$ cat src/logic/cec_pkg.sv
/*
 * Package for the comparator event control block: register indices,
 * field positions, reset values, encodings and the carrier structs.
 * Assumes a 32-bit Avalon-MM slave with byte addressing of 16-bit registers.
 */
package cec_pkg;
    // Register word indices; byte address is four times the index
    localparam logic [3:0] CEC_IDX_STATUS = 4'h0;
    localparam logic [3:0] CEC_IDX_CTRL1 = 4'h1;
    localparam logic [3:0] CEC_IDX_CTRL2 = 4'h2;
    localparam logic [3:0] CEC_IDX_CTRL3 = 4'h3;
    localparam logic [3:0] CEC_IDX_CTRL4 = 4'h4;
    localparam logic [3:0] CEC_IDX_BLANK1 = 4'h5;
    localparam logic [3:0] CEC_IDX_BLANK4 = 4'h8;
    localparam logic [3:0] CEC_IDX_LAST = 4'h8;
    // Control register field positions
    localparam int CEC_B_ENABLE = 15;
    localparam int CEC_B_PIN_OE = 14;
    localparam int CEC_B_INVERT = 13;
    localparam int CEC_B_AMP = 10;
    localparam int CEC_B_EVENT = 9;
    localparam int CEC_B_RESULT = 8;
    localparam int CEC_B_EDGE_LO = 6;
    localparam int CEC_B_REF = 4;
    localparam int CEC_B_NEG_LO = 0;
    // Status register field positions
    localparam int CEC_B_IDLE_HALT = 15;
    localparam int CEC_B_EVT_MIRROR = 8;
    localparam int CEC_B_RES_MIRROR = 0;
    // Writable masks: unimplemented bits ignore writes and read zero
    localparam logic [15:0] CEC_CTRL13_WMASK = 16'hE6D3;
    localparam logic [15:0] CEC_CTRL4_WMASK = 16'hE2D3;
    localparam logic [15:0] CEC_BLANK_WMASK = 16'h0FFF;
    localparam logic [15:0] CEC_RESET_VALUE = 16'h0000;
    // Event edge select encodings
    localparam logic [1:0] CEC_EDGE_OFF = 2'h0;
    localparam logic [1:0] CEC_EDGE_RISE = 2'h1;
    localparam logic [1:0] CEC_EDGE_FALL = 2'h2;
    localparam logic [1:0] CEC_EDGE_ANY = 2'h3;
    // Negative input select encodings
    localparam logic [1:0] CEC_NEG_FIRST = 2'h0;
    localparam logic [1:0] CEC_NEG_SECOND = 2'h1;
    // Blanking source encodings, highest legal PWM code and first non-PWM
    localparam logic [3:0] CEC_SRC_PWM_LAST = 4'h5;
    localparam logic [3:0] CEC_SRC_TRIG18 = 4'hC;
    localparam logic [3:0] CEC_SRC_TRIG19 = 4'hD;
    localparam logic [3:0] CEC_SRC_FAULT2 = 4'hE;
    localparam logic [3:0] CEC_SRC_FAULT4 = 4'hF;
    // Read answer latency of the slave in cycles
    localparam int CEC_READ_WAIT = 1;

    // Analog routing controls for one unit
    typedef struct packed {
        logic unit_enable;
        logic amplifier_mode_select;
        logic positive_input_ref_select;
        logic [1:0] neg_sel;
        logic neg_ground;
    } cec_route_t;

    // Sources feeding the blanking selectors
    typedef struct packed {
        logic fault_input_four;
        logic fault_input_two;
        logic trigger_gen_out_19;
        logic trigger_gen_out_18;
        logic pwm_gen3_high_out;
        logic pwm_gen3_low_out;
        logic pwm_gen2_high_out;
        logic pwm_gen2_low_out;
        logic pwm_gen1_high_out;
        logic pwm_gen1_low_out;
    } cec_blank_src_t;
endpackage : cec_pkg

$ cat src/logic/cec_top.sv
/*
 * Comparator event control: registers, polarity, pin enables, event latch,
 * input routing and blanking source selection for four comparator units.
 * Assumes raw analog comparator results are asynchronous and that an
 * Avalon-MM master addresses 32-bit words; the low 16 bits carry data.
 */
// Chosen here: the Avalon-MM register port and the register addresses.
// Operation
// - control top bit enables the unit
// - pin enable puts result on pin
// - invert bit flips result for all users
// - result bit reads polarity adjusted compare
// - units 1 to 3 mode bit selects amplifier
// - amplifier mode withholds pin and second negative
// - event flag latches, blocks further events
// - edge code 11 fires on any change
// - edge code 10 fires on adjusted fall
// - edge code 01 fires on adjusted rise
// - edge code 00 fires nothing
// - reference bit routes internal reference positive
// - units 1-3 negative select codes 00, 01
// - unit 4 negative select picks amplifier outputs
// - absent selected source connects input to ground
// - status low bits mirror each result
// - status event bits mirror each flag
// - mask C field selects blanking source
// - mask B field uses same encoding
// - mask A field uses same encoding
// - unimplemented bits ignore writes, read zero
// - idle halt bit stops units in idle
`timescale 1ns/1ns
module cec_top
    import cec_pkg::*;
#(
    parameter int UNITS = 4
)
(
    input wire logic clk_sys,
    input wire logic rst_n,
    input wire logic [5:0] avs_address,
    input wire logic avs_read,
    input wire logic avs_write,
    input wire logic [31:0] avs_writedata,
    input wire logic [3:0] avs_byteenable,
    output logic [31:0] avs_readdata,
    output logic avs_waitrequest,
    output logic avs_response_err,
    input wire logic idle_mode,
    input wire logic [UNITS-1:0] raw_result,
    input wire cec_blank_src_t blank_src,
    output logic [UNITS-1:0] compare_output_pin,
    output logic [UNITS-1:0] event_pulse,
    output cec_route_t [UNITS-1:0] route_ff,
    output logic [UNITS-1:0] unit_active,
    output logic [3*UNITS-1:0] blank_mask_ff
);
    // Elaboration check: the block serves exactly four units
    if (UNITS != 4) begin : g_bad_units
        $error("cec_top supports exactly four units");
    end

    logic [15:0] ctrl_ff [UNITS];        // Control registers
    logic [15:0] blank_sel_ff [UNITS];   // Blanking source selectors
    logic idle_halt_select_ff;            // Stop units in idle
    logic [UNITS-1:0] sync1_ff;          // Synchroniser stage one
    logic [UNITS-1:0] sync2_ff;          // Synchroniser stage two
    logic [UNITS-1:0] sync3_ff;          // Synchroniser stage three
    logic [UNITS-1:0] stable_ff;         // Accepted raw level
    logic [UNITS-1:0] adj_prev_ff;       // Previous adjusted result
    logic [UNITS-1:0] adj;               // Polarity adjusted result
    logic [UNITS-1:0] fire;              // Qualified edge this cycle
    logic [UNITS-1:0] running;           // Unit enabled and not halted
    logic rd_pend_ff;                    // Read answer under way
    logic [15:0] rd_word;                // Decoded read word
    logic [3:0] idx;                     // Word index of access
    logic wr_lo;                         // Write enabling both low byte lanes
    logic [15:0] status_word;            // Shared status image

    assign idx = avs_address[5:2];
    assign wr_lo = avs_write && (avs_byteenable[1:0] == 2'h3);

    // Unit runs when enabled and not halted by idle
    assign running = unit_active;

    // Status image from result and event bits
    always_comb
    begin
        status_word = CEC_RESET_VALUE;
        status_word[CEC_B_IDLE_HALT] = idle_halt_select_ff;
        for (int i = 0; i < UNITS; i++)
        begin
            status_word[CEC_B_RES_MIRROR + i] = ctrl_ff[i][CEC_B_RESULT];
            status_word[CEC_B_EVT_MIRROR + i] = ctrl_ff[i][CEC_B_EVENT];
        end
    end

    // Read multiplexer; unmapped words read zero
    always_comb
    begin
        rd_word = CEC_RESET_VALUE;
        if (idx == CEC_IDX_STATUS)
        begin
            rd_word = status_word;
        end
        else if (idx >= CEC_IDX_CTRL1 && idx <= CEC_IDX_CTRL4)
        begin
            rd_word = ctrl_ff[2'(idx - CEC_IDX_CTRL1)];
        end
        else if (idx >= CEC_IDX_BLANK1 && idx <= CEC_IDX_BLANK4)
        begin
            rd_word = blank_sel_ff[2'(idx - CEC_IDX_BLANK1)];
        end
    end

    // Bus answer: writes finish at once, reads hold one wait cycle
    always_ff @(posedge clk_sys)
    begin
        if (!rst_n)
        begin
            rd_pend_ff <= 1'b0;
            avs_readdata <= 32'h0000_0000;
            avs_response_err <= 1'b0;
        end
        else
        begin
            rd_pend_ff <= avs_read && !rd_pend_ff;
            if (avs_read && !rd_pend_ff)
            begin
                avs_readdata <= {16'h0000, rd_word};
                avs_response_err <= (idx > CEC_IDX_LAST);
            end
        end
    end

    // Waitrequest is low for writes and in the read answer cycle
    assign avs_waitrequest = avs_read && !rd_pend_ff;

    // Idle halt bit
    always_ff @(posedge clk_sys)
    begin
        if (!rst_n)
        begin
            idle_halt_select_ff <= 1'b0;
        end
        else if (wr_lo && idx == CEC_IDX_STATUS)
        begin
            idle_halt_select_ff <= avs_writedata[CEC_B_IDLE_HALT];
        end
    end

    // Three stage synchroniser and agreement filter
    always_ff @(posedge clk_sys)
    begin
        if (!rst_n)
        begin
            sync1_ff <= '0;
            sync2_ff <= '0;
            sync3_ff <= '0;
            stable_ff <= '0;
        end
        else
        begin
            sync1_ff <= raw_result;
            sync2_ff <= sync1_ff;
            sync3_ff <= sync2_ff;
            // Accept a level only when stages two and three agree
            stable_ff <= (sync3_ff & ~(sync2_ff ^ sync3_ff))
                | (stable_ff & (sync2_ff ^ sync3_ff));
        end
    end

    genvar g;
    generate
        for (g = 0; g < UNITS; g++)
        begin : g_unit
            localparam bit HAS_AMP = (g < 3);
            localparam logic [15:0] WMASK = HAS_AMP ? CEC_CTRL13_WMASK : CEC_CTRL4_WMASK;
            logic sel_wr;
            logic bsel_wr;
            logic [1:0] edge_sel;
            logic [1:0] neg;
            logic amp;
            logic [3:0] src [3];
            logic [2:0] picked;

            assign sel_wr = wr_lo && idx == 4'(CEC_IDX_CTRL1 + g);
            assign bsel_wr = wr_lo && idx == 4'(CEC_IDX_BLANK1 + g);
            assign edge_sel = ctrl_ff[g][CEC_B_EDGE_LO +: 2];
            assign neg = ctrl_ff[g][CEC_B_NEG_LO +: 2];
            assign amp = HAS_AMP && ctrl_ff[g][CEC_B_AMP];

            // Invert bit applied to synchronised level
            assign adj[g] = stable_ff[g] ^ ctrl_ff[g][CEC_B_INVERT];

            // Edge qualification, blocked while flag is set
            always_comb
            begin
                fire[g] = 1'b0;
                if (running[g] && !ctrl_ff[g][CEC_B_EVENT])
                begin
                    case (edge_sel)
                        CEC_EDGE_ANY: fire[g] = adj[g] != adj_prev_ff[g];
                        CEC_EDGE_FALL: fire[g] = adj_prev_ff[g] && !adj[g];
                        CEC_EDGE_RISE: fire[g] = !adj_prev_ff[g] && adj[g];
                        default: fire[g] = 1'b0;
                    endcase
                end
            end

            // Control register: result tracks unit, event flag set beats clear
            always_ff @(posedge clk_sys)
            begin
                if (!rst_n)
                begin
                    ctrl_ff[g] <= CEC_RESET_VALUE;
                    adj_prev_ff[g] <= 1'b0;
                end
                else
                begin
                    adj_prev_ff[g] <= adj[g];
                    if (sel_wr)
                    begin
                        ctrl_ff[g] <= (avs_writedata[15:0] & WMASK)
                            | (ctrl_ff[g] & ~WMASK);
                        // Software may only clear the flag by writing zero
                        ctrl_ff[g][CEC_B_EVENT] <= fire[g] || (ctrl_ff[g][CEC_B_EVENT]
                            && avs_writedata[CEC_B_EVENT]);
                    end
                    else if (fire[g])
                    begin
                        ctrl_ff[g][CEC_B_EVENT] <= 1'b1;
                    end
                    // Result is hardware owned, zero while unit stopped
                    ctrl_ff[g][CEC_B_RESULT] <= running[g] && adj[g];
                end
            end

            // Blanking selector register
            always_ff @(posedge clk_sys)
            begin
                if (!rst_n)
                begin
                    blank_sel_ff[g] <= CEC_RESET_VALUE;
                end
                else if (bsel_wr)
                begin
                    blank_sel_ff[g] <= avs_writedata[15:0] & CEC_BLANK_WMASK;
                end
            end

            // Source decode shared by masks A, B and C; reserved gives zero
            assign src[0] = blank_sel_ff[g][3:0];
            assign src[1] = blank_sel_ff[g][7:4];
            assign src[2] = blank_sel_ff[g][11:8];
            for (genvar m = 0; m < 3; m++)
            begin : g_mask
                always_comb
                begin
                    picked[m] = 1'b0;
                    if (src[m] <= CEC_SRC_PWM_LAST)
                    begin
                        picked[m] = blank_src[src[m]];
                    end
                    else if (src[m] >= CEC_SRC_TRIG18)
                    begin
                        picked[m] = blank_src[4'(src[m] - CEC_SRC_TRIG18 + 4'h6)];
                    end
                end
            end

            // Registered outputs: pin, event pulse, routing and masks
            always_ff @(posedge clk_sys)
            begin
                if (!rst_n)
                begin
                    compare_output_pin[g] <= 1'b0;
                    event_pulse[g] <= 1'b0;
                    route_ff[g] <= '0;
                    blank_mask_ff[3*g +: 3] <= 3'h0;
                    unit_active[g] <= 1'b0;
                end
                else
                begin
                    unit_active[g] <= ctrl_ff[g][CEC_B_ENABLE]
                        && !(idle_halt_select_ff && idle_mode);
                    compare_output_pin[g] <= running[g] && ctrl_ff[g][CEC_B_PIN_OE]
                        && !amp && adj[g];
                    event_pulse[g] <= fire[g];
                    route_ff[g].unit_enable <= running[g];
                    route_ff[g].amplifier_mode_select <= amp;
                    route_ff[g].positive_input_ref_select <= ctrl_ff[g][CEC_B_REF];
                    route_ff[g].neg_sel <= neg;
                    // Units 1-3: codes 10, 11 absent; second pin absent in amplifier
                    route_ff[g].neg_ground <= HAS_AMP && (neg[1]
                        || (amp && neg == CEC_NEG_SECOND));
                    blank_mask_ff[3*g +: 3] <= picked;
                end
            end
        end
    endgenerate
endmodule : cec_top

$ cat config.mk
export PLATFORM = sky130hd
export DESIGN_NAME = cec_top
export DESIGN_NICKNAME = d
export VERILOG_FILES = /design/src/logic/cec_pkg.sv /design/src/logic/cec_top.sv
export SDC_FILE = /design/constraint.sdc
export NUM_CORES = 1
export LEC_CHECK = 0
export BUFFER_PORTS_ARGS = -buffer_cell sky130_fd_sc_hd__buf_2
export CORE_MARGIN = 2
export CORE_UTILIZATION = 55
export CTS_BUF_LIST = sky130_fd_sc_hd__clkbuf_4 sky130_fd_sc_hd__clkbuf_8
export DETAILED_ROUTE_END_ITERATION = 10
export HOLD_SLACK_MARGIN = 0.06
export PLACE_DENSITY_LB_ADDON = 0.05
export SYNTH_ARGS = -nofsm -noshare
export SYNTH_HDL_FRONTEND = slang
export SYNTH_SLANG_ARGS = --single-unit
$ cat constraint.sdc
create_clock -name clk_sys -period 2.9 [get_ports clk_sys]
set_clock_uncertainty 0.15 [all_clocks]
set_input_delay 0.29 -clock clk_sys [delete_from_list [all_inputs] [get_ports clk_sys]]
set_output_delay 0.29 -clock clk_sys [all_outputs]
set_load 0.05 [all_outputs]
==> summary.txt <==
Outcome
  – Status: complete, no violations

Synth
  – Multiplexer area fraction after synthesis: 0.1691
  – Post-Synthesis Cells: 802
  – Yosys cell types: 56
  – Post-synth EDFFs: 91
  – Synth Area in Simple Gates: 0.1746
  – Compound-Gate Fraction of Synth Area: 0.08843
  – Seq/Total Area, Yosys: 0.4734
  – Synth Cell Area: 9324 µm²
  – Largest family of logic cells by synthesized area: simple AND/OR/NAND/NOR gates
  – Yosys reg bits: approximately 180
  – Synth Area in Adders: 0.02952
  – Asr flop ratio synth: 0
  – Synth warnings: 0
  – Mapped Avg Cell Area: 11.63 µm²
  – Post-synthesis xor/xnor area fraction: 0.003757
  – Main synth FF type: edfxtp_1

Clock network
  – Worst-Skew Late Latency: between 0.4 and 0.5 ns
  – CTS buffer count: 17
  – CTS tree: built
  – Postcts setup bufs: 0
  – Root buf cell: clkbuf_8
  – Htree depth: 4
  – Clock transition at path regs: approximately 0.1 ns
  – Clock Sinks: about 180
  – CTS resizes: 0
  – CTS max path bufs: 2

Timing
  – Fin crit share: 0.8033
  – RSZ-0062 raised after global routing: false
  – Final slew viol count: 0
  – Pin slew with the least headroom to its limit: approximately 0.65 ns
  – Worst rel slew slack: 0.5669
  – Setup_tns: 0 ns
  – Post-layout minimum cycle time: 2.329 ns
  – Final hold vios: 0
  – Fmax: 429.3 MHz
  – # setup viols final: 0

Floorplan
  – Initial Utilization: 0.5622
  – Die height: 134.2 µm
  – Std-Cell Rows: 47
  – Die Area: between 15,000 and 20,000 µm²
  – Core ar.: 16,580 µm²
  – IO Pins: 143
  – Chip width: 134.2 µm

Finish
  – Commonest non-fill, non-tap cell in the layout: buf_2
  – Area growth syn-to-layout: 12.79%
  – Share of cells above drive strength 1: 0.2261
  – Nets@finish: approximately 980
  – Finished Core Util: 0.6341
  – Most frequent cells in the layout: buf_2, edfxtp_1, and2_1, dfxtp_1, and3_1

Setup path
  – Worst r2r path cells: 5
  – Worst path buffer plus inverter count: 0
  – Reg-to-reg endpoint: ctrl_ff[3][9]$_DFFE_PP_
  – Crit path max-delay family: simple AND/OR/NAND/NOR gates
  – CP Launch Type: flip-flop
  – R2r setup slk: 0.57 ns
  – CP max-delay cell: edfxtp_1
  – R2r startpoint: ctrl_ff[3][13]$_SDFFCE_PP0P_
  – CP max stage delay: around 0.5 ns
  – Critical path fanouts, max: 5
  – Worst setup EP type: flip-flop
  – WS Path Type: flip-flop to flip-flop
  – Critical Path AT: 2.40 ns
  – Req. time, crit path: 2.97 ns
  – CP cell instances: xor2_1, ha_1, a31oi_1, nor4bb_1, or2_2

Drt
  – DR vias/cell: 6.021
  – Post-Route WL: 24,190 µm
  – Iteration-0 DRC Markers: 558
  – Via Count: ~6,800
  – DRT Pass-1 Iters: 5
  – DRC Markers: 0
  – Post-DRT Antenna Nets: 0
  – WL/cell: 21.35 µm

Placement
  – Port Buf Inserts: 102
  – GP Congestion: 0.8732
  – DP HPWL: 17,020 µm

Global routing
  – Gr usage total: 0.2773
  – Met3 Use GR: 0.06500
  – Number of global-route vias before repair: 6,790
  – Met1 Use GR: 0.3820
  – Initial antenna violation count: 2
  – First-pass GRT wire length: 37,740 µm
  – Met2 global-route usage: 0.4354
  – Pin count of the biggest net entering global routing: 40
  – GRT overflow: 0
  – Gr busiest metal: met2

Min path
  – Hold Startpoint: avs_writedata[6]
  – Hold Crit Endpoint: ctrl_ff[0][6]$_SDFFCE_PP0P_
  – Worst hold path type: input pin to flip-flop
  – Worst hold stages: 2

Run
  – Max cap viols: 0

Pwr
  – P per Cell Area: 537.6 nW/µm²
  – Leak Pwr: 4.463 nW
  – Peak supply drop: between 300 and 400 µV
==> Yosys cell counts (4+ instances only) <==
cell type  number  area, µm²
clkbuf_1       38      142.6
dfxtp_1        84       1682
o21ai_0        31      155.2
nor3_1         14      70.07
a2111oi_0       4      35.03
mux2i_1        39      390.4
a22oi_1         5      37.54
mux4_2         43      968.4
a21o_1          9      67.56
nor2_1         16      60.06
ha_1           22      275.3
buf_2          19      95.09
nand2b_1        4      25.02
a21boi_0       10      75.07
o211ai_1       12      90.09
mux4_1          7      183.9
nand2_1        35      131.4
buf_6           5      56.30
nand3b_1        9      67.56
and2_1         85      531.8
and3_1         57      356.6
a21oi_1        16      80.08
nor2b_1        21      131.4
nand3_1        10      50.05
o41a_1          4      45.04
nor4b_1         6      52.55
buf_4          22      165.2
inv_1          25      93.84
nand4b_1        4      35.03
nor3b_1         9      67.56
edfxtp_1       91       2733
==> state kept, by name (all words and copies together) (netlist names), named ones only <==
signal               count
avs_response_err         1
sync1_ff                 4
route_ff                22
unit_active              4
blank_sel_ff            48
sync2_ff                 4
rd_pend_ff               1
sync3_ff                 4
ctrl_ff                 43
event_pulse              4
adj_prev_ff              4
avs_readdata            15
blank_mask_ff           12
idle_halt_select_ff      1
compare_output_pin       4
==> logic make-up (layout without fill, tap and decap cells) <==
family                     Yosys count  after routing
and+or+nand+nor                    276            276
buffers and inverters              111            199
DFF                                175            175
other                                2             25
AOI/OAI and AO/OA                  120            120
xor gates and xnor gates             4              4
adders and majority gates           22             22
muxes                               92             92
==> worst max-delay path by stage <==
stage / endpoint / depth (start not counted) / from
finish: ctrl_ff[3][9]$_DFFE_PP_ / 5 / ctrl_ff[3][13]$_SDFFCE_PP0P_
global placement: avs_readdata[0]$_SDFFE_PN0P_ / 8 / avs_address[2]
detailed placement: avs_readdata[0]$_SDFFE_PN0P_ / 8 / avs_address[2]
CTS: ctrl_ff[3][9]$_DFFE_PP_ / 5 / ctrl_ff[3][13]$_SDFFCE_PP0P_
global route: ctrl_ff[3][9]$_DFFE_PP_ / 5 / ctrl_ff[3][13]$_SDFFCE_PP0P_
floorplan: blank_sel_ff[1][0]$_SDFFCE_PN0P_ / 6 / avs_address[2]
==> through the flow <==
stage	power (mW)	cell area, µm²	setup slack, ns	hold WS [ns]	cells
finish	5.654	10520	0.5706	0.1085	1133
global route	5.870	10510	0.4176	0.08385	1132
CTS	5.675	10500	0.5709	0.06074	1130
detailed placement	3.852	9884	0.5121	0.2734	1081
global placement	3.818	9884	0.5399	0.2657	1081
floorplan	3.599	9403	0.4476	0.2619	823
==> metal layers <==
metal	share of wire	vias up
met5	0	-
met4	0.021	0
met3	0.084	48
met2	0.48	308
met1	0.42	3340
li1	-	3126
==> timing repair <==
action                                  CTS  global route
endpoints found under the setup margin    0             0
hold endpoints to repair                 59             1
hold buffers                             17             1
==> power breakdown <==
group          switching, mW  internal, mW
registers              0.123          2.73
clock network           1.07         0.757
logic                  0.606         0.369
total                   1.80          3.86
==> area by class of cell <==
type | instances | area, µm²
antenna | 2 | 5.005
clock buffer | 17 | 234.0
clock inverter | 15 | 212.7
fill | 1338 | 6067
inverter | 25 | 93.84
multi-input combinational | 537 | 4425
sequential | 175 | 4414
tap | 220 | 275.3
timing repair buffer | 142 | 855.8
Note: power is estimated with default switching activity, not from simulation.
